### config.mk
export PLATFORM = sky130hd
export DESIGN_NAME = serial_port_spi_master_clock_stop
export DESIGN_NICKNAME = d
export VERILOG_FILES = /design/src/rtl/spi_cs_pkg.sv /design/src/rtl/fifo_if.sv /design/src/rtl/tx_word_fifo.sv /design/src/rtl/serial_port_spi_master_clock_stop.sv
export VERILOG_INCLUDE_DIRS = /design/src /design/src/rtl
export SDC_FILE = /design/constraint.sdc
export NUM_CORES = 1
export LEC_CHECK = 0
export CAP_MARGIN = 20
export CORE_ASPECT_RATIO = 1.1
export CORE_MARGIN = 2
export CORE_UTILIZATION = 40
export CTS_BUF_LIST = sky130_fd_sc_hd__clkbuf_16
export DETAILED_ROUTE_END_ITERATION = 7
export DONT_BUFFER_PORTS = 1
export HOLD_SLACK_MARGIN = 0.05
export PLACE_DENSITY = 0.53
export SYNTH_ARGS = -nofsm -noshare
export SYNTH_HDL_FRONTEND = slang
export SYNTH_SLANG_ARGS = --single-unit
### constraint.sdc
create_clock -name clk -period 6.95 [get_ports clk]
set_input_delay 1.39 -clock clk [delete_from_list [all_inputs] [get_ports clk]]
set_output_delay 1.39 -clock clk [all_outputs]
set_load 0.01 [all_outputs]
### src/rtl/spi_cs_defs.svh
// constants for the clock-stop serial master: mode codes, strap values and timing
`ifndef SPI_CS_DEFS_SVH
`define SPI_CS_DEFS_SVH

// -----------------------------------------------------------------------------
// clock-stop mode codes
// -----------------------------------------------------------------------------
`define CS_MODE_NO_DELAY    2'h2
`define CS_MODE_HALF_DELAY  2'h3

// -----------------------------------------------------------------------------
// settings a master must carry before a word is started
// -----------------------------------------------------------------------------
`define MASTER_SYNC_POL     1'h1
`define MASTER_TX_SRC       1'h1
`define MASTER_RX_SRC       1'h0

// -----------------------------------------------------------------------------
// timing: system clock period and shortest legal bit clock cycle, in ps, and the bit clock floor in system cycles
// -----------------------------------------------------------------------------
`define CLK_PERIOD_PS       5000
`define MIN_BIT_CYCLE_PS    38500
`define MIN_BIT_SYS_CYCLES  2

// -----------------------------------------------------------------------------
// input synchroniser depth
// -----------------------------------------------------------------------------
`define RX_SYNC_STAGES      3

`endif

### src/rtl/spi_cs_pkg.sv
// shared types of the clock-stop serial master
package spi_cs_pkg;

    // -------------------------------------------------------------------------
    // word transfer sequencer states
    // -------------------------------------------------------------------------
    typedef enum logic [2:0] {
        ST_IDLE    = 3'b000,  // waiting for a word
        ST_LOAD    = 3'b001,  // word arriving from the fifo
        ST_SETUP_A = 3'b010,  // select low, first bit not yet out
        ST_SETUP_B = 3'b011,  // select low, waiting for the first edge
        ST_LEAD    = 3'b100,  // clock at its active level
        ST_TRAIL   = 3'b101,  // clock back at its idle level
        ST_TAIL    = 3'b110   // data released, select about to rise
    } xfer_state_e;

endpackage : spi_cs_pkg

### src/rtl/fifo_if.sv
// carrier between the transmit fifo and the transfer sequencer
`timescale 1ns/1ps
interface fifo_if #(
    parameter int W = 8
);
    logic         push_valid;  // source offers a word
    logic         push_ready;  // fifo has room
    logic [W-1:0] push_data;   // offered word
    logic         pop_valid;   // fifo holds a word
    logic         pop_ready;   // sink takes the head word
    logic [W-1:0] pop_data;    // head word, valid the cycle after a pop

    modport store (input push_valid, push_data, pop_ready, output push_ready, pop_valid, pop_data);
    modport user  (output push_valid, push_data, pop_ready, input push_ready, pop_valid, pop_data);
endinterface : fifo_if

### src/rtl/tx_word_fifo.sv
// transmit word fifo with registered read data
`timescale 1ns/1ps
module tx_word_fifo #(
    parameter int W     = 8,   // word width
    parameter int DEPTH = 16   // number of words
) (
    input wire logic clk,      // system clock
    input wire logic rst_n,    // asynchronous reset, active low
    fifo_if.store    f         // push and pop sides
);
    localparam int AW = $clog2(DEPTH);

    // -------------------------------------------------------------------------
    // state
    // -------------------------------------------------------------------------
    typedef struct packed {
        logic [DEPTH-1:0][W-1:0] mem;   // word storage
        logic [AW-1:0]           wp;    // write pointer
        logic [AW-1:0]           rp;    // read pointer
        logic [AW:0]             cnt;   // words held
        logic [W-1:0]            rdata; // registered head word
        logic                    room;  // push side ready
    } fifo_s;

    fifo_s q;       // registered state
    fifo_s next_q;  // next state

    logic push;     // word accepted this cycle
    logic pop;      // word taken this cycle

    assign push       = f.push_valid && q.room;
    assign pop        = f.pop_ready && (q.cnt != '0);
    assign f.push_ready = q.room;
    assign f.pop_valid  = (q.cnt != '0);
    assign f.pop_data   = q.rdata;

    // -------------------------------------------------------------------------
    // next state
    // -------------------------------------------------------------------------
    always_comb begin
        next_q = q;
        if (push) begin                       // store and advance write side
            next_q.mem[q.wp] = f.push_data;
            next_q.wp        = q.wp + AW'(1);
        end
        if (pop) begin                        // capture head and advance read side
            next_q.rdata = q.mem[q.rp];
            next_q.rp    = q.rp + AW'(1);
        end
        next_q.cnt  = q.cnt + (AW+1)'(push) - (AW+1)'(pop);
        next_q.room = (next_q.cnt != (AW+1)'(DEPTH));
    end

    // -------------------------------------------------------------------------
    // state register
    // -------------------------------------------------------------------------
    always_ff @(posedge clk or negedge rst_n) begin
        if (!rst_n) begin
            q      <= '0;
            q.room <= 1'b1;
        end else begin
            q <= next_q;
        end
    end

endmodule : tx_word_fifo

### src/rtl/serial_port_spi_master_clock_stop.sv
// clock-stop serial master: bit clock divider, active-low select, shift in and out
`timescale 1ns/1ps
`include "spi_cs_defs.svh"
module serial_port_spi_master_clock_stop
    import spi_cs_pkg::*;
#(
    parameter int WORD_W = 8,   // bits per transfer
    parameter int DIV_W  = 8,   // width of the divider field
    parameter int DEPTH  = 16   // transmit fifo depth
) (
    input  wire logic              clk,                   // system clock, 200 MHz
    input  wire logic              rst_n,                 // asynchronous reset, active low
    input  wire logic [DIV_W-1:0]  bit_clock_divider,     // bit clock divide value
    input  wire logic [1:0]        clock_stop_mode_sel,   // clock-stop mode
    input  wire logic              tx_clock_polarity,     // bit clock idle level
    input  wire logic              tx_sync_polarity,      // must be 1 for master
    input  wire logic              rx_sync_polarity,      // must be 1 for master
    input  wire logic              tx_clock_source_sel,   // must be 1 for master
    input  wire logic              tx_sync_source_sel,    // must be 1 for master
    input  wire logic              rx_clock_source_sel,   // must be 0 for master
    input  wire logic              rx_sync_source_sel,    // must be 0 for master
    input  wire logic [WORD_W-1:0] tx_data,               // word to send
    input  wire logic              tx_valid,              // tx_data offered
    output logic                   tx_ready,              // fifo has room
    output logic [WORD_W-1:0]      rx_data,               // received word
    output logic                   rx_valid,              // one-cycle pulse with rx_data
    output logic                   busy,                  // a word is in flight
    output logic                   config_error,          // settings unfit for master
    output logic                   divider_clamped,       // divider raised to the floor
    output logic                   serial_bit_clock_out,  // bit clock pin
    output logic                   slave_select_out,      // slave select pin, active low
    output logic                   serial_tx_pin,         // transmit data pin
    output logic                   serial_tx_oe_n,        // transmit pin enable, low drives
    input  wire logic              serial_rx_pin          // receive data pin
);
    // -------------------------------------------------------------------------
    // timing derived from the clock rate
    // -------------------------------------------------------------------------
    localparam int LW          = DIV_W + 2;  // phase length width
    localparam int BW          = $clog2(WORD_W + 1);
    localparam int CYC_BY_TIME = (`MIN_BIT_CYCLE_PS + `CLK_PERIOD_PS - 1) / `CLK_PERIOD_PS;
    localparam int MIN_CYC     = (CYC_BY_TIME > `MIN_BIT_SYS_CYCLES) ? CYC_BY_TIME : `MIN_BIT_SYS_CYCLES;
    localparam int MIN_DIV     = (MIN_CYC + 1) / 2 - 1;  // period is (1+div)*2 cycles

    // -------------------------------------------------------------------------
    // state
    // -------------------------------------------------------------------------
    typedef struct packed {
        xfer_state_e                   st;        // sequencer state
        logic [LW-1:0]                 cnt;       // cycles left in this phase
        logic [BW-1:0]                 bitn;      // bits completed
        logic [WORD_W-1:0]             txsh;      // transmit shifter
        logic [WORD_W-1:0]             rxsh;      // receive shifter
        logic                          half;      // half-cycle delay mode latched
        logic                          pol;       // clock polarity latched
        logic [LW-1:0]                 lead_len;  // cycles at active level
        logic [LW-1:0]                 trail_len; // cycles at idle level
        logic [`RX_SYNC_STAGES-1:0]    sync;      // receive pin synchroniser
        logic                          rx_bit;    // filtered receive level
        logic                          sck;       // bit clock pin
        logic                          ss_n;      // select pin
        logic                          txd;       // transmit pin
        logic                          txoe_n;    // transmit enable, low drives
        logic [WORD_W-1:0]             rx_word;   // delivered word
        logic                          rx_pulse;  // word delivered
        logic                          busy;      // word in flight
        logic                          cfg_err;   // bad master settings
        logic                          clamp;     // divider below floor
    } seq_s;

    seq_s q;       // registered state
    seq_s next_q;  // next state

    // -------------------------------------------------------------------------
    // fifo in the transmit path
    // -------------------------------------------------------------------------
    fifo_if #(.W(WORD_W)) fq ();

    tx_word_fifo #(
        .W     (WORD_W),
        .DEPTH (DEPTH)
    ) u_fifo (
        .clk   (clk),
        .rst_n (rst_n),
        .f     (fq.store)
    );

    assign fq.push_valid = tx_valid;
    assign fq.push_data  = tx_data;
    assign tx_ready      = fq.push_ready;

    // -------------------------------------------------------------------------
    // configuration checks and phase lengths
    // -------------------------------------------------------------------------
    logic             cfg_ok;     // settings allow a master transfer
    logic             mode_ok;    // one of the two clock-stop modes
    logic [DIV_W-1:0] div_eff;    // divider after the floor
    logic             even_nz;    // divider even and not zero
    logic [LW-1:0]    lo_len;     // cycles of the low phase
    logic [LW-1:0]    hi_len;     // cycles of the high phase

    // settings a master must hold, and the divider floor
    always_comb begin
        mode_ok = (clock_stop_mode_sel == `CS_MODE_NO_DELAY) ||
                  (clock_stop_mode_sel == `CS_MODE_HALF_DELAY);
        cfg_ok  = mode_ok &&
                  (tx_sync_polarity == `MASTER_SYNC_POL) &&
                  (rx_sync_polarity == `MASTER_SYNC_POL) &&
                  (tx_clock_source_sel == `MASTER_TX_SRC) &&
                  (tx_sync_source_sel == `MASTER_TX_SRC) &&
                  (rx_clock_source_sel == `MASTER_RX_SRC) &&
                  (rx_sync_source_sel == `MASTER_RX_SRC);
        // a cycle shorter than the floor is never produced
        if (bit_clock_divider < DIV_W'(MIN_DIV)) begin
            div_eff = DIV_W'(MIN_DIV);
        end else begin
            div_eff = bit_clock_divider;
        end
        // one unit of 2P is two system cycles, so div/2 units is div cycles
        even_nz = !div_eff[0] && (div_eff != '0);
        if (even_nz) begin
            lo_len = LW'(div_eff);
            hi_len = LW'(div_eff) + LW'(2);
        end else begin
            lo_len = LW'(div_eff) + LW'(1);
            hi_len = LW'(div_eff) + LW'(1);
        end
    end

    // the sequencer only takes a word while idle and the settings are sound
    assign fq.pop_ready = (q.st == ST_IDLE) && cfg_ok;

    // -------------------------------------------------------------------------
    // edge actions
    // -------------------------------------------------------------------------
    // clock leaves its idle level
    function automatic seq_s lead_edge(input seq_s s);
        seq_s r;
        r        = s;
        r.st     = ST_LEAD;
        r.cnt    = s.lead_len - LW'(1);
        r.sck    = ~s.pol;
        if (s.half) begin
            r.rxsh = {s.rxsh[WORD_W-2:0], s.rx_bit};
        end else begin
            r.txd    = s.txsh[WORD_W-1];
            r.txsh   = s.txsh << 1;
            r.txoe_n = 1'b0;
        end
        return r;
    endfunction : lead_edge

    // clock returns to its idle level
    function automatic seq_s trail_edge(input seq_s s);
        seq_s r;
        r      = s;
        r.st   = ST_TRAIL;
        r.cnt  = s.trail_len - LW'(1);
        r.sck  = s.pol;
        r.bitn = s.bitn + BW'(1);
        if (!s.half) begin
            r.rxsh = {s.rxsh[WORD_W-2:0], s.rx_bit};
        end else if (s.bitn == BW'(WORD_W - 1)) begin
            r.txoe_n = 1'b1;
        end else begin
            r.txd  = s.txsh[WORD_W-1];
            r.txsh = s.txsh << 1;
        end
        return r;
    endfunction : trail_edge

    // -------------------------------------------------------------------------
    // next state
    // -------------------------------------------------------------------------
    always_comb begin
        next_q          = q;
        next_q.rx_pulse = 1'b0;
        next_q.cfg_err  = ~cfg_ok;
        next_q.clamp    = (bit_clock_divider < DIV_W'(MIN_DIV));
        // receive pin: three stages, a level counts once the last two agree
        next_q.sync = {q.sync[`RX_SYNC_STAGES-2:0], serial_rx_pin};
        if (q.sync[2] == q.sync[1]) begin
            next_q.rx_bit = q.sync[2];
        end
        if (q.cnt != '0) begin
            next_q.cnt = q.cnt - LW'(1);
        end
        unique case (q.st)
            ST_IDLE: begin  // clock parked, select high, data released
                next_q.sck    = tx_clock_polarity;
                next_q.ss_n   = 1'b1;
                next_q.txoe_n = 1'b1;
                next_q.busy   = 1'b0;
                if (fq.pop_ready && fq.pop_valid) begin
                    next_q.st     = ST_LOAD;
                    next_q.busy   = 1'b1;
                    next_q.half   = clock_stop_mode_sel[0];
                    next_q.pol    = tx_clock_polarity;
                    // active level is high for polarity 0, low for polarity 1
                    next_q.lead_len  = tx_clock_polarity ? lo_len : hi_len;
                    next_q.trail_len = tx_clock_polarity ? hi_len : lo_len;
                end
            end
            ST_LOAD: begin  // word arrives, select the slaves
                next_q.txsh = fq.pop_data;
                next_q.bitn = '0;
                next_q.ss_n = 1'b0;
                if (q.half) begin
                    next_q.st  = ST_SETUP_A;
                    next_q.cnt = q.lead_len - LW'(1);
                end else begin
                    next_q.st  = ST_SETUP_B;
                    next_q.cnt = q.trail_len - LW'(1);
                end
            end
            ST_SETUP_A: begin  // half delay: first bit goes out half a cycle in
                if (q.cnt == '0) begin
                    next_q.st     = ST_SETUP_B;
                    next_q.cnt    = q.trail_len - LW'(1);
                    next_q.txd    = q.txsh[WORD_W-1];
                    next_q.txsh   = q.txsh << 1;
                    next_q.txoe_n = 1'b0;
                end
            end
            ST_SETUP_B: begin  // select held low before the first edge
                if (q.cnt == '0) begin
                    next_q = lead_edge(next_q);
                end
            end
            ST_LEAD: begin  // active level, then the trailing edge
                if (q.cnt == '0) begin
                    next_q = trail_edge(next_q);
                end
            end
            ST_TRAIL: begin  // idle level, then next bit or wind-down
                if (q.cnt == '0) begin
                    if (q.bitn != BW'(WORD_W)) begin
                        next_q = lead_edge(next_q);
                    end else begin
                        next_q.rx_word  = q.rxsh;
                        next_q.rx_pulse = 1'b1;
                        if (q.half) begin
                            next_q.ss_n = 1'b1;
                            next_q.st   = ST_IDLE;
                        end else begin
                            next_q.txoe_n = 1'b1;
                            next_q.st     = ST_TAIL;
                            next_q.cnt    = q.lead_len - LW'(1);
                        end
                    end
                end
            end
            ST_TAIL: begin  // no-delay mode: select rises a full cycle after
                if (q.cnt == '0) begin
                    next_q.ss_n = 1'b1;
                    next_q.st   = ST_IDLE;
                end
            end
            default: begin  // unused code returns to idle
                next_q.st = ST_IDLE;
            end
        endcase
    end

    // -------------------------------------------------------------------------
    // state register
    // -------------------------------------------------------------------------
    always_ff @(posedge clk or negedge rst_n) begin
        if (!rst_n) begin
            q        <= '0;
            q.st     <= ST_IDLE;
            q.ss_n   <= 1'b1;
            q.txoe_n <= 1'b1;
        end else begin
            q <= next_q;
        end
    end

    // -------------------------------------------------------------------------
    // outputs, all from the state register
    // -------------------------------------------------------------------------
    assign rx_data              = q.rx_word;
    assign rx_valid             = q.rx_pulse;
    assign busy                 = q.busy;
    assign config_error         = q.cfg_err;
    assign divider_clamped      = q.clamp;
    assign serial_bit_clock_out = q.sck;
    assign slave_select_out     = q.ss_n;
    assign serial_tx_pin        = q.txd;
    assign serial_tx_oe_n       = q.txoe_n;

endmodule : serial_port_spi_master_clock_stop

==> reports/qor.txt, run 1 <==
Post-synth EDFFs -> 0
Fmax -> 277 MHz
CTS sink cnt -> 222
Crit-path max FO -> 13
Root buf cell -> clkbuf_16
Synth Register Bits -> 222
Mapped cell area -> 11100 sq um
Clock skew -> 0.0206 ns
Max-Cap Viols -> 0
Syn Inst Count -> 906
Core Util, Final -> 44.1%
Initial antenna violation count -> 0
Crit path arrival time -> 4.05 ns
Crit end category -> flip-flop
Status -> finished, final reports clean
Core Box Area -> 27500 sq um
Post-synthesis average cell area -> 12.3 sq um
CP required -> 7.39 ns
R2R cell count -> 15
Port bufs -> 0
First-pass DRT Iterations -> 5
Pre-CTS setup slack -> 2.85 ns
Post-route setup TNS -> 0 ns
Worst Max-Slew Pin Slew -> 0.979 ns
TritonCTS Buffers -> 26
Psw -> 1.42 mW
Synth Flop Type -> dfrtp_1
Wire per inst -> 18.9 microns
Cell total after placement -> 1219
Total global routing track utilization -> 16.9%
Die H -> 179 microns
Clk network pwr share -> 26.9%
Reg power frac -> 44.5%
GPL Wtd Cong -> 0.743
Slew Limit Fails -> 0
Final antenna-violating net count -> 0
Hold Crit Class -> flip-flop to flip-flop
Die Area -> 29100 sq um
Hold depth -> 0
Initial Util -> 40.4%
Die Wd -> 163 microns
# diodes -> 0
Grt ovf -> 0
H-tree depth -> 1
Fin. Hold Viols -> 0
Kind of critical path -> primary input to flip-flop
Synth warn -> 0
Cell area power density -> 381 nW/um^2
Clk_lat worst skew -> 0.53 ns
Layout cells sized above 1 -> 25.9%
Power Internal -> 3.22 mW
CTS Hold Buffers Added -> 0
First-pass GRT wire length -> 39.0 mm
DP HPWL -> 15.5 mm
Tmin final -> 3.61 ns
CTS tree -> done
Avg Vias per Cell -> 5.44
Post_cts resized -> 0
Sequential area share after synthesis -> 50.0%
RSZ-0062 raised after global routing -> false
Startpoint types -> primary input
Row cnt -> 64
Net count, final -> 932
P_leak -> 5.09 nW
Post-Layout Cell Count -> 1267
Area added between synthesis and finish -> 9.23%
Synthesized net count -> 954
Worst Setup SP -> rx_sync_source_sel
RR Startpoint -> u_fifo.q[12]$_DFF_PN0_
Final WS setup -> 3.34 ns
Io pins -> 46
Largest buffer count on any clock path -> 3
Setup violators final -> 0
Synth unique cells -> 65
Aggregate routed wire length -> 24.0 mm
Area leader, netlist -> dfrtp_1
Cells taking the most area after synthesis -> dfrtp_1 (49%), mux2_2 (15%), mux4_2 (6.5%)
Rel. slew slack -> 34.5%
Drt initial violations -> 380
Switching Share -> 30.6%
Hold_sp -> q[17]$_DFF_PN0_
Total number of vias -> 6895
Setup Fix Bufs, Post-CTS -> 0
DR DRC count -> 0
Synth top area share -> 49.3%
Share of synthesized registers carrying an async set or reset -> 100%
Clock transition at the registers of the reported paths -> 0.06 ns
Combinational power share -> 28.7%
Pin count of the biggest net entering global routing -> 223
Number of global-route vias before repair -> 6945
Fin crit share -> 52.0%
VDD IR max -> 0.157 mV
-- stage by stage --
stage               power (mW)  instance area (sq um)  hold slack [ns]
global placement          3.39                  11400            0.342
finish                    4.63                  12100            0.356
CTS                       4.69                  12100            0.366
detailed placement        3.42                  11400            0.350
global route              4.94                  12100            0.378
floorplan                 3.12                  11100            0.331
-- cells in the mapped netlist, types with 3 or more instances --
master	count
nor3b_1	3
mux2_2	144
ha_1	18
xnor2_1	26
xor2_1	9
or2_2	4
mux2i_1	27
clkbuf_1	36
o211ai_1	3
a21oi_1	21
nor3_1	13
nand3_1	15
o221ai_1	16
nand4_1	7
dfstp_2	3
or3_1	6
inv_1	24
nand3b_1	7
buf_4	9
a31oi_1	4
a211oi_1	3
mux4_2	32
o22ai_1	4
nor2b_1	11
buf_2	9
nand2_1	76
o21a_1	4
a21boi_0	6
a22o_1	8
a221oi_1	7
a21o_1	7
a22oi_1	3
nor2_1	38
and2_1	3
o21ai_0	38
dfrtp_1	219
nand2b_1	7
-- cell type report --
type	count	area [sq um]
Clock inverter	22	130
Clock buffer	26	651
Fill cell	2620	15400
Inverter	24	90.1
Sequential cell	222	5560
Multi-Input combinational cell	604	5210
Tap cell	363	454
Timing Repair Buffer	6	45.0
-- metal layers --
| metal | GRT usage, % | share of wire, % | vias to the layer above |
|---|---|---|---|
| met3 | 2.71 | 3.5 | 27 |
| li1 | - | - | 3262 |
| met1 | 23.8 | 48 | 3513 |
| met4 | 4.06 | 1.4 | 0 |
| met2 | 27.6 | 47 | 93 |
| met5 | 0 | 0 | - |
-- power groups by stage --
stage               combinational (mW)  sequential [mW]  clock, mW
floorplan                         1.15             1.98          0
global placement                  1.32             2.07          0
detailed placement                1.34             2.08          0
CTS                               1.35             2.06       1.28
global route                      1.47             2.13       1.34
finish                            1.33             2.06       1.24
-- cell families after synthesis --
family | count (synthesis) | synth area share [%]
flops | 222 | 50.0
simple gates | 207 | 9.47
mux | 203 | 23.5
compound gates | 137 | 8.53
buf+inv | 80 | 3.11
xor+xnor | 36 | 3.01
fa+ha+maj | 21 | 2.39
-- placed cells by master, fill, tap and decap left out, drive strengths merged, types with 3 or more instances in the layout --
master,Yosys,routed
o21ai,38,38
dfrtp,219,219
a22o,8,8
clkbuf,36,26
a221oi,7,7
a21boi,6,6
or2,4,4
dfstp,3,3
a21oi,21,21
a211oi,3,3
nor2,39,39
and3,3,3
buf,20,6
mux2,144,144
xor2,10,10
nand3b,7,7
nor2b,11,11
mux2i,27,27
or3,6,6
nand2b,7,7
o22ai,4,4
o211ai,3,3
ha,18,18
o221ai,16,16
mux4,32,32
and2,3,3
nand3,16,16
xnor2,26,26
nand4,7,7
nor3b,4,4
nor3,13,13
nor4,3,3
inv,24,30
clkinv,0,14
nand2,77,77
a31oi,4,4
o21a,4,4
a22oi,4,4
a21o,7,7
-- registers in the layout (all words and copies together), names as in the netlist, 8 cells and up --
signal and count:
u_fifo.f.pop_data 8, rx_data 8, q 56, u_fifo.q 141
-- worst paths after layout --
path / end / slack, ns
setup reg to reg: u_fifo.f.push_ready$_DFF_PN1_ / 3.69
hold reg to reg: q[18]$_DFF_PN0_ / 0.36
hold / removal: q[18]$_DFF_PN0_ / 0.36
setup / recovery: u_fifo.f.push_ready$_DFF_PN1_ / 3.34
min in group asynchronous: q[63]$_DFF_PN0_ / 0.57
max in group asynchronous: q[59]$_DFFE_PN0P_ / 5.91
-- critical path: stages --
cell and delay [ns]:
nand4bb_1 0.20, nor4_1 0.51, nand2_1 0.14, inv_1 0.36
ha_1 0.22, inv_1 0.04, ha_1 0.19, fa_1 0.40
a21oi_1 0.16, nor2_1 0.06, nor2_1 0.12, xnor2_1 0.15
nand3b_1 0.11
(Power assumes the default switching activity.)
==> inputs of run 2 (changes only) <==
==> constraint.sdc (replaced) <==
create_clock -name clk -period 3.5 [get_ports clk]
set_input_delay 0.7 -clock clk [delete_from_list [all_inputs] [get_ports clk]]
set_output_delay 0.7 -clock clk [all_outputs]
set_load 0.01 [all_outputs]
==> run 2 against run 1 <==
- the flow now finishes with violations (negative hold slack)
- routed wire length up 0.42%
- power up 100%
- worst hold slack worse by 0.48 ns
- largest power group unchanged
==> reports/qor.txt, run 2 (synthesis gave the netlist of run 1 again) <==
Initial Util -> 40.4% (unchanged)
Net count, final -> 948 (+1.7%)
Cell area power density -> 764 nW/um^2 (+100%)
Wire per inst -> 18.8 microns (-0.68%)
# diodes -> 0 (unchanged)
Root buf cell -> clkbuf_16
Biggest regs -> u_fifo.q: 141 flops, q: 56 flops
Setup Fix Bufs, Post-CTS -> 0 (unchanged)
RR Startpoint -> u_fifo.q[11]$_DFF_PN0_
Die Wd -> 163 microns (unchanged)
Failing checks -> negative hold slack
Layout cells sized above 1 -> 27.5% (+1.6 points)
Setup violators final -> 0 (unchanged)
Cell area after placement -> 11500 sq um (+1.2%)
Initial antenna violation count -> 0 (unchanged)
Commonest non-fill, non-tap cell in the layout -> dfrtp_1
Delay-heaviest family, CP -> adder cells
Clk_lat worst skew -> 0.53 ns (about the same)
Area added between synthesis and finish -> 10.9%
Max reg flops -> 141 (unchanged)
Rel. slew slack -> 40.0% (+5.5 points)
Post-Layout Cell Count -> 1281 (+1.1%)
Io pins -> 46 (unchanged)
Core Util, Final -> 44.8% (+0.67 points)
CP Depth -> 15 (+2)
Crit-path max FO -> 2 (-11)
GPL Wtd Cong -> 0.766 (+3.1%)
Total global routing track utilization -> 17.0% (+0.029 points)
Fillers -> 2560 (-2.3%)
CTS tree -> done
Die H -> 179 microns (unchanged)
CP Cell Sequence -> inv_1, ha_1, nor4b_1, nor4_1, nand2_1, inv_1, ha_1, inv_1, ha_1, fa_1, a21oi_1, nor2_1, nor2_1, xnor2_1, nand3b_1
Clock skew -> 0.0156 ns (-0.00506 ns)
Crit end category -> flip-flop
Critical Path Max Stage Delay -> 0.40 ns (-0.11 ns)
Cell area after layout -> 12300 sq um (+1.5%)
Max-Cap Viols -> 0 (unchanged)
Row cnt -> 64 (unchanged)
Grt ovf -> 0 (unchanged)
RSZ-0062 raised after global routing -> false
Post-route setup TNS -> 0 ns (unchanged)
Kind of critical path -> flip-flop to flip-flop
Post_cts resized -> 0 (unchanged)
Number of global-route vias before repair -> 7109 (+2.4%)
Tot Pwr -> 9.42 mW (+100%)
DP HPWL -> 15.8 mm (+2.3%)
Pin count of the biggest net entering global routing -> 223 (unchanged)
TritonCTS Buffers -> 26 (unchanged)
Total number of vias -> 6932 (+0.54%)
H-tree depth -> 1 (unchanged)
Status -> finished, violations left
Most frequent cells in the layout -> dfrtp_1 (218), mux2_2 (144), nand2_1 (76), nor2_1 (38), o21ai_0 (38)
Startpoint types -> flip-flop
Tmin final -> 2.85 ns
Hold WS -> -0.123 ns (-0.479 ns)
Fmax -> 351 MHz
Die Area -> 29100 sq um (unchanged)
Aggregate routed wire length -> 24.1 mm (+0.42%)
Port bufs -> 0 (unchanged)
Core Box Area -> 27500 sq um (unchanged)
Final antenna-violating net count -> 0 (unchanged)
Slew Limit Fails -> 0 (unchanged)
Cell total after placement -> 1235 (+1.3%)
CP Buf/Inv Count -> 3 (+1)
First-pass DRT Iterations -> 4 (-1)
CP required -> 3.94 ns (-3.45 ns)
Crit path arrival time -> 3.29 ns (-0.76 ns)
Worst Setup SP -> u_fifo.q[11]$_DFF_PN0_
Fin. Hold Viols -> 109 (+109)
Largest buffer count on any clock path -> 3 (unchanged)
First-pass GRT wire length -> 39.3 mm (+0.74%)
DR DRC count -> 0 (unchanged)
Drt initial violations -> 392 (+3.2%)
Avg Vias per Cell -> 5.41 (-0.56%)
P_leak -> 5.19 nW (+2.0%)
Slowest CP cell -> nor4b_1
Hold Crit Class -> primary input to asynchronous set/reset pin
Fin crit share -> 81.4%
Most flop-heavy register -> u_fifo.q
VDD IR max -> 0.651 mV (+310%)
Clock transition at the registers of the reported paths -> 0.06 ns (about the same)
Worst Max-Slew Pin Slew -> 0.900 ns (-0.0792 ns)
R2R cell count -> 15 (unchanged)
CTS sink cnt -> 222 (unchanged)
-- run 2: changes by cell type in the layout (fill, tap and decap cells not counted) --
cell       previous run  this run
clkinv_1              9         8
inv_1                30        27
clkinv_4              0         2
buf_4                 6        21
buf_12                0         1
clkinv_2              4         2
bufinv_16             1         3
-- run 2: worst paths after layout --
path	endpoint	slack (ns)
hold / removal	q[25]$_DFFE_PN0P_	-0.12
setup / recovery	u_fifo.f.push_ready$_DFF_PN1_	0.65
min in group clk	q[17]$_DFF_PN0_	0.19
hold reg to reg	q[18]$_DFF_PN0_	0.35
setup reg to reg	u_fifo.f.push_ready$_DFF_PN1_	0.65
max in group asynchronous	u_fifo.q[12]$_DFF_PN0_	2.97
-- run 2: through the flow --
stage,hold WS (ns),setup slack (ns)
after global placement,0.343,0.584
after CTS,-0.145,0.635
after global routing,-0.153,0.281
after detailed placement,0.340,0.544
final,-0.123,0.651
after floorplan,0.331,0.405
-- run 2: final cells by class --
type,instances,area [sq um],area share (%)
repair buffers,22,178,1.44
clock buffers,26,651,5.28
multi-input cells,604,5210,42.3
clock inverters,20,183,1.48
well taps,363,454,3.68
inverters,24,90.1,0.731
flip-flops and latches,222,5560,45.1
-- run 2: routing by layer --
metal  wire length, microns  GRT usage [%]  part of all wire, %
met1                  11500           23.8                   48
met2                  11400           28.0                   47
met3                    961           2.80                  4.0
met4                    253           3.17                  1.1
met5                      0              0                    0
-- run 2: report_power, final --
| group | switching (mW) | total, mW | internal, mW | leakage (nW) |
|---|---|---|---|---|
| Combinational | 1.21 | 2.72 | 1.50 | 2.00 |
| Clock | 1.07 | 2.64 | 1.57 | 0.414 |
| Sequential | 0.558 | 4.07 | 3.51 | 2.78 |
| Total | 2.84 | 9.42 | 6.58 | 5.19 |
==> inputs of run 3 (changes only) <==
--- a/config.mk
+++ b/config.mk
@@ -6,6 +6,7 @@
 export SDC_FILE = /design/constraint.sdc
 export NUM_CORES = 1
 export LEC_CHECK = 0
+export ABC_AREA = 1
 export CAP_MARGIN = 20
 export CORE_ASPECT_RATIO = 1.1
 export CORE_MARGIN = 2
==> constraint.sdc (replaced) <==
create_clock -name clk -period 2.9 [get_ports clk]
set_input_delay 0.58 -clock clk [delete_from_list [all_inputs] [get_ports clk]]
set_output_delay 0.58 -clock clk [all_outputs]
set_load 0.01 [all_outputs]
==> run 3 against run 2 <==
- die area increased by 4.8%
- sequential power increased by 24%
- design area increased by 3.5%
- combinational power increased by 72%
- utilization decreased by 0.30 points
- global-route usage increased by 3.0 points
- non-clock buffer count decreased by 9
- via count increased by 37%
- count of clock-buffer cells in the layout increased by 1
- the run still ends with negative hold slack left
- critical endpoint unchanged
- worst hold slack got worse by 0.12 ns
- synthesized cell count increased by 65%
- clock power increased by 25%
- highest routed layer unchanged
==> reports/qor.txt, run 3 <==
GPL Wtd Cong -> 0.830 (+8.4%)
Total global routing track utilization -> 20.0% (+3.0 points)
Cell total after placement -> 1800 (+46%)
Mapped cell area -> 11700 sq um (+4.9%)
TritonCTS Buffers -> 27 (+3.8%)
Post-Layout Cell Count -> 1849 (+44%)
Grt ovf -> 0 (unchanged)
Failing checks -> negative hold slack
Area added between synthesis and finish -> 9.45%
VDD IR max -> 0.618 mV (-5.0%)
Slew Limit Fails -> 0 (unchanged)
Kind of critical path -> flip-flop to flip-flop
Fillers -> 2932 (+15%)
Layout cells sized above 1 -> 7.49% (-20 points)
Avg Vias per Cell -> 5.13 (-5.2%)
Tot Pwr -> 13.0 mW (+38%)
Drt initial violations -> 691 (+76%)
Number of global-route vias before repair -> 9268 (+30%)
CP endpoint -> u_fifo.f.push_ready$_DFF_PN1_
Largest buffer count on any clock path -> 3 (unchanged)
Max-Cap Viols -> 0 (unchanged)
Post-synthesis average cell area -> 7.80 sq um (-36%)
Reg-to-reg endpoint -> u_fifo.f.push_ready$_DFF_PN1_
Core Box Area -> 28700 sq um (+4.2%)
Fin crit share -> 89.9% (+8.5 points)
Pin count of the biggest net entering global routing -> 223 (unchanged)
Synth warn -> 0 (unchanged)
Die H -> 183 microns (+2.4%)
Synthesized net count -> 1543 (+62%)
Setup Fix Bufs, Post-CTS -> 0 (unchanged)
Crit-path max FO -> 6 (+4)
Sequential area share after synthesis -> 47.7% (-2.3 points)
CTS tree -> done
Rel. slew slack -> 50.6% (+11 points)
Io pins -> 46 (unchanged)
Post-synthesis mux area share -> 0.258% (-23 points)
Synth Area in Simple Gates -> 27.9% (+18 points)
CP required -> 3.35 ns (-0.59 ns)
Startpoint types -> flip-flop
Synth Register Bits -> 222 (unchanged)
DP HPWL -> 19.0 mm (+20%)
Cell area after layout -> 12800 sq um (+3.5%)
Root buf cell -> clkbuf_16
Most flop-heavy register -> u_fifo.q
Max reg flops -> 141 (unchanged)
Row cnt -> 65 (+1.6%)
Die Wd -> 167 microns (+2.4%)
Commonest non-fill, non-tap cell in the layout -> nand2_1
Synth unique cells -> 44 (-32%)
DR DRC count -> 0 (unchanged)
Final antenna-violating net count -> 0 (unchanged)
Cells taking the most area after synthesis -> dfrtp_1 (47%), nand2_1 (14%), o21ai_0 (9.8%)
Largest family of logic cells by synthesized area -> simple AND/OR/NAND/NOR gates
Wire per inst -> 16.2 microns (-14%)
Most common cell in the netlist -> nand2_1
Setup violators final -> 0 (unchanged)
Fin. Hold Viols -> 220 (+100%)
Tmin final -> 2.61 ns (-0.243 ns)
Syn Inst Count -> 1495 (+65%)
Most frequent cells in the layout -> nand2_1 (437), o21ai_0 (229), dfrtp_1 (217), nor2_1 (162), inv_1 (97)
Post-route setup TNS -> 0 ns (unchanged)
R2R setup slack -> 0.29 ns (-0.36 ns)
Post_cts resized -> 0 (unchanged)
Port bufs -> 0 (unchanged)
Crit path arrival time -> 3.05 ns (-0.24 ns)
Initial Util -> 40.6% (+0.26 points)
Status -> finished, violations left
Net count, final -> 1510 (+59%)
Die Area -> 30500 sq um (+4.8%)
Cell area after placement -> 11900 sq um (+3.5%)
Post-synth EDFFs -> 0 (unchanged)
Worst Setup SP -> q[73]$_DFFE_PN0P_
RSZ-0062 raised after global routing -> false
# diodes -> 0 (unchanged)
RR Startpoint -> q[73]$_DFFE_PN0P_
Hold Crit Class -> primary input to asynchronous set/reset pin
P_leak -> 6.14 nW (+18%)
Hold WS -> -0.245 ns (-0.122 ns)
Worst Max-Slew Pin Slew -> 0.741 ns (-0.160 ns)
First-pass GRT wire length -> 49.8 mm (+27%)
CTS sink cnt -> 222 (unchanged)
Synth Flop Type -> dfrtp_1
Crit end category -> flip-flop
Clock skew -> 0.0126 ns (-0.00296 ns)
Share of synthesized registers carrying an async set or reset -> 100% (unchanged)
Xor/xnor share of the synthesized area -> 2.40% (-0.60 points)
Fmax -> 384 MHz (+9.3%)
First-pass DRT Iterations -> 5 (+1)
Synth top cells by count -> nand2_1 (437), o21ai_0 (229), dfrtp_1 (219)
Total number of vias -> 9490 (+37%)
Biggest regs -> u_fifo.q: 141 flops, q: 56 flops
R2R cell count -> 12 (-3)
Synth top area share -> 47.0% (-2.3 points)
Area leader, netlist -> dfrtp_1
Aggregate routed wire length -> 29.9 mm (+24%)
Post-synthesis compound-gate area fraction -> 13.1% (+4.6 points)
CTS Hold Buffers Added -> 1
Cell area power density -> 1020 nW/um^2 (+33%)
Clk_lat worst skew -> 0.54 ns (about the same)
Clock transition at the registers of the reported paths -> 0.06 ns (about the same)
H-tree depth -> 1 (unchanged)
Synth Area in Adders -> 2.19% (-0.20 points)
Initial antenna violation count -> 0 (unchanged)
## run 3: changes by cell type in the layout (fill, tap and decap cells not counted), sizes merged, moves of 24 or more
cell   change
nor2     +141
xnor2     -25
inv       +78
mux2i     -24
nand3     +82
o21ai    +203
nand2    +369
mux4      -32
mux2     -144
## run 3: stage by stage
step,utilization (%),setup WS [ns]
detailed placement,41.4,0.172
global route,44.5,0.0641
CTS,44.5,0.301
global placement,41.4,0.223
finish,44.5,0.294
floorplan,-,0.308
## run 3: cell families (layout without fill, tap and decap cells)
group / Yosys count / count (layout)
adders and majority gates: 20 / 20
buffers and inverters: 179 / 165
xor gates and xnor gates: 32 / 32
AOI/OAI and AO/OA: 283 / 283
DFF: 222 / 222
and+or+nand+nor: 756 / 756
muxes: 3 / 3
## run 3: worst min path at each step
stage                     slack [ns]                 to   from
after global placement          0.29  q[27]$_DFFE_PN0P_  rst_n
after floorplan                 0.28   busy$_DFFE_PN0P_  rst_n
after detailed placement        0.29  q[27]$_DFFE_PN0P_  rst_n
final                          -0.25    q[67]$_DFF_PN0_  rst_n
after global routing           -0.28  q[61]$_DFFE_PN0P_  rst_n
after CTS                      -0.28  q[61]$_DFFE_PN0P_  rst_n
## run 3: worst max-delay path: stages, from the launching register on
cell	delay [ns]
dfrtp_1	0.50
nor3_4	0.34
nand3_2	0.12
inv_1	0.12
ha_1	0.14
inv_1	0.04
ha_1	0.20
fa_1	0.41
a21oi_1	0.18
nor2_1	0.06
nor2_1	0.12
xor2_1	0.20
nand2_1	0.09
## run 3: layout make-up
| type | instances | area, sq um | share of cell area (%) |
|---|---|---|---|
| well taps | 368 | 460 | 3.61 |
| repair buffers | 13 | 138 | 1.08 |
| clock inverters | 21 | 181 | 1.42 |
| multi-input cells | 1094 | 5350 | 41.9 |
| flip-flops and latches | 222 | 5560 | 43.6 |
| inverters | 104 | 398 | 3.12 |
| clock buffers | 27 | 676 | 5.29 |
## run 3: per-layer routing
| metal | wire length, microns | global-route usage, % | part of all wire [%] |
|---|---|---|---|
| met5 | 0 | 0 | 0 |
| met1 | 13600 | 26.0 | 45 |
| met4 | 792 | 6.03 | 2.6 |
| met3 | 1000 | 2.57 | 3.4 |
| met2 | 14500 | 35.0 | 48 |
## run 3: power breakdown
group,internal [mW],switching (mW)
Clock,1.95,1.34
Sequential,4.27,0.767
Combinational,1.62,3.06
Total,7.85,5.17
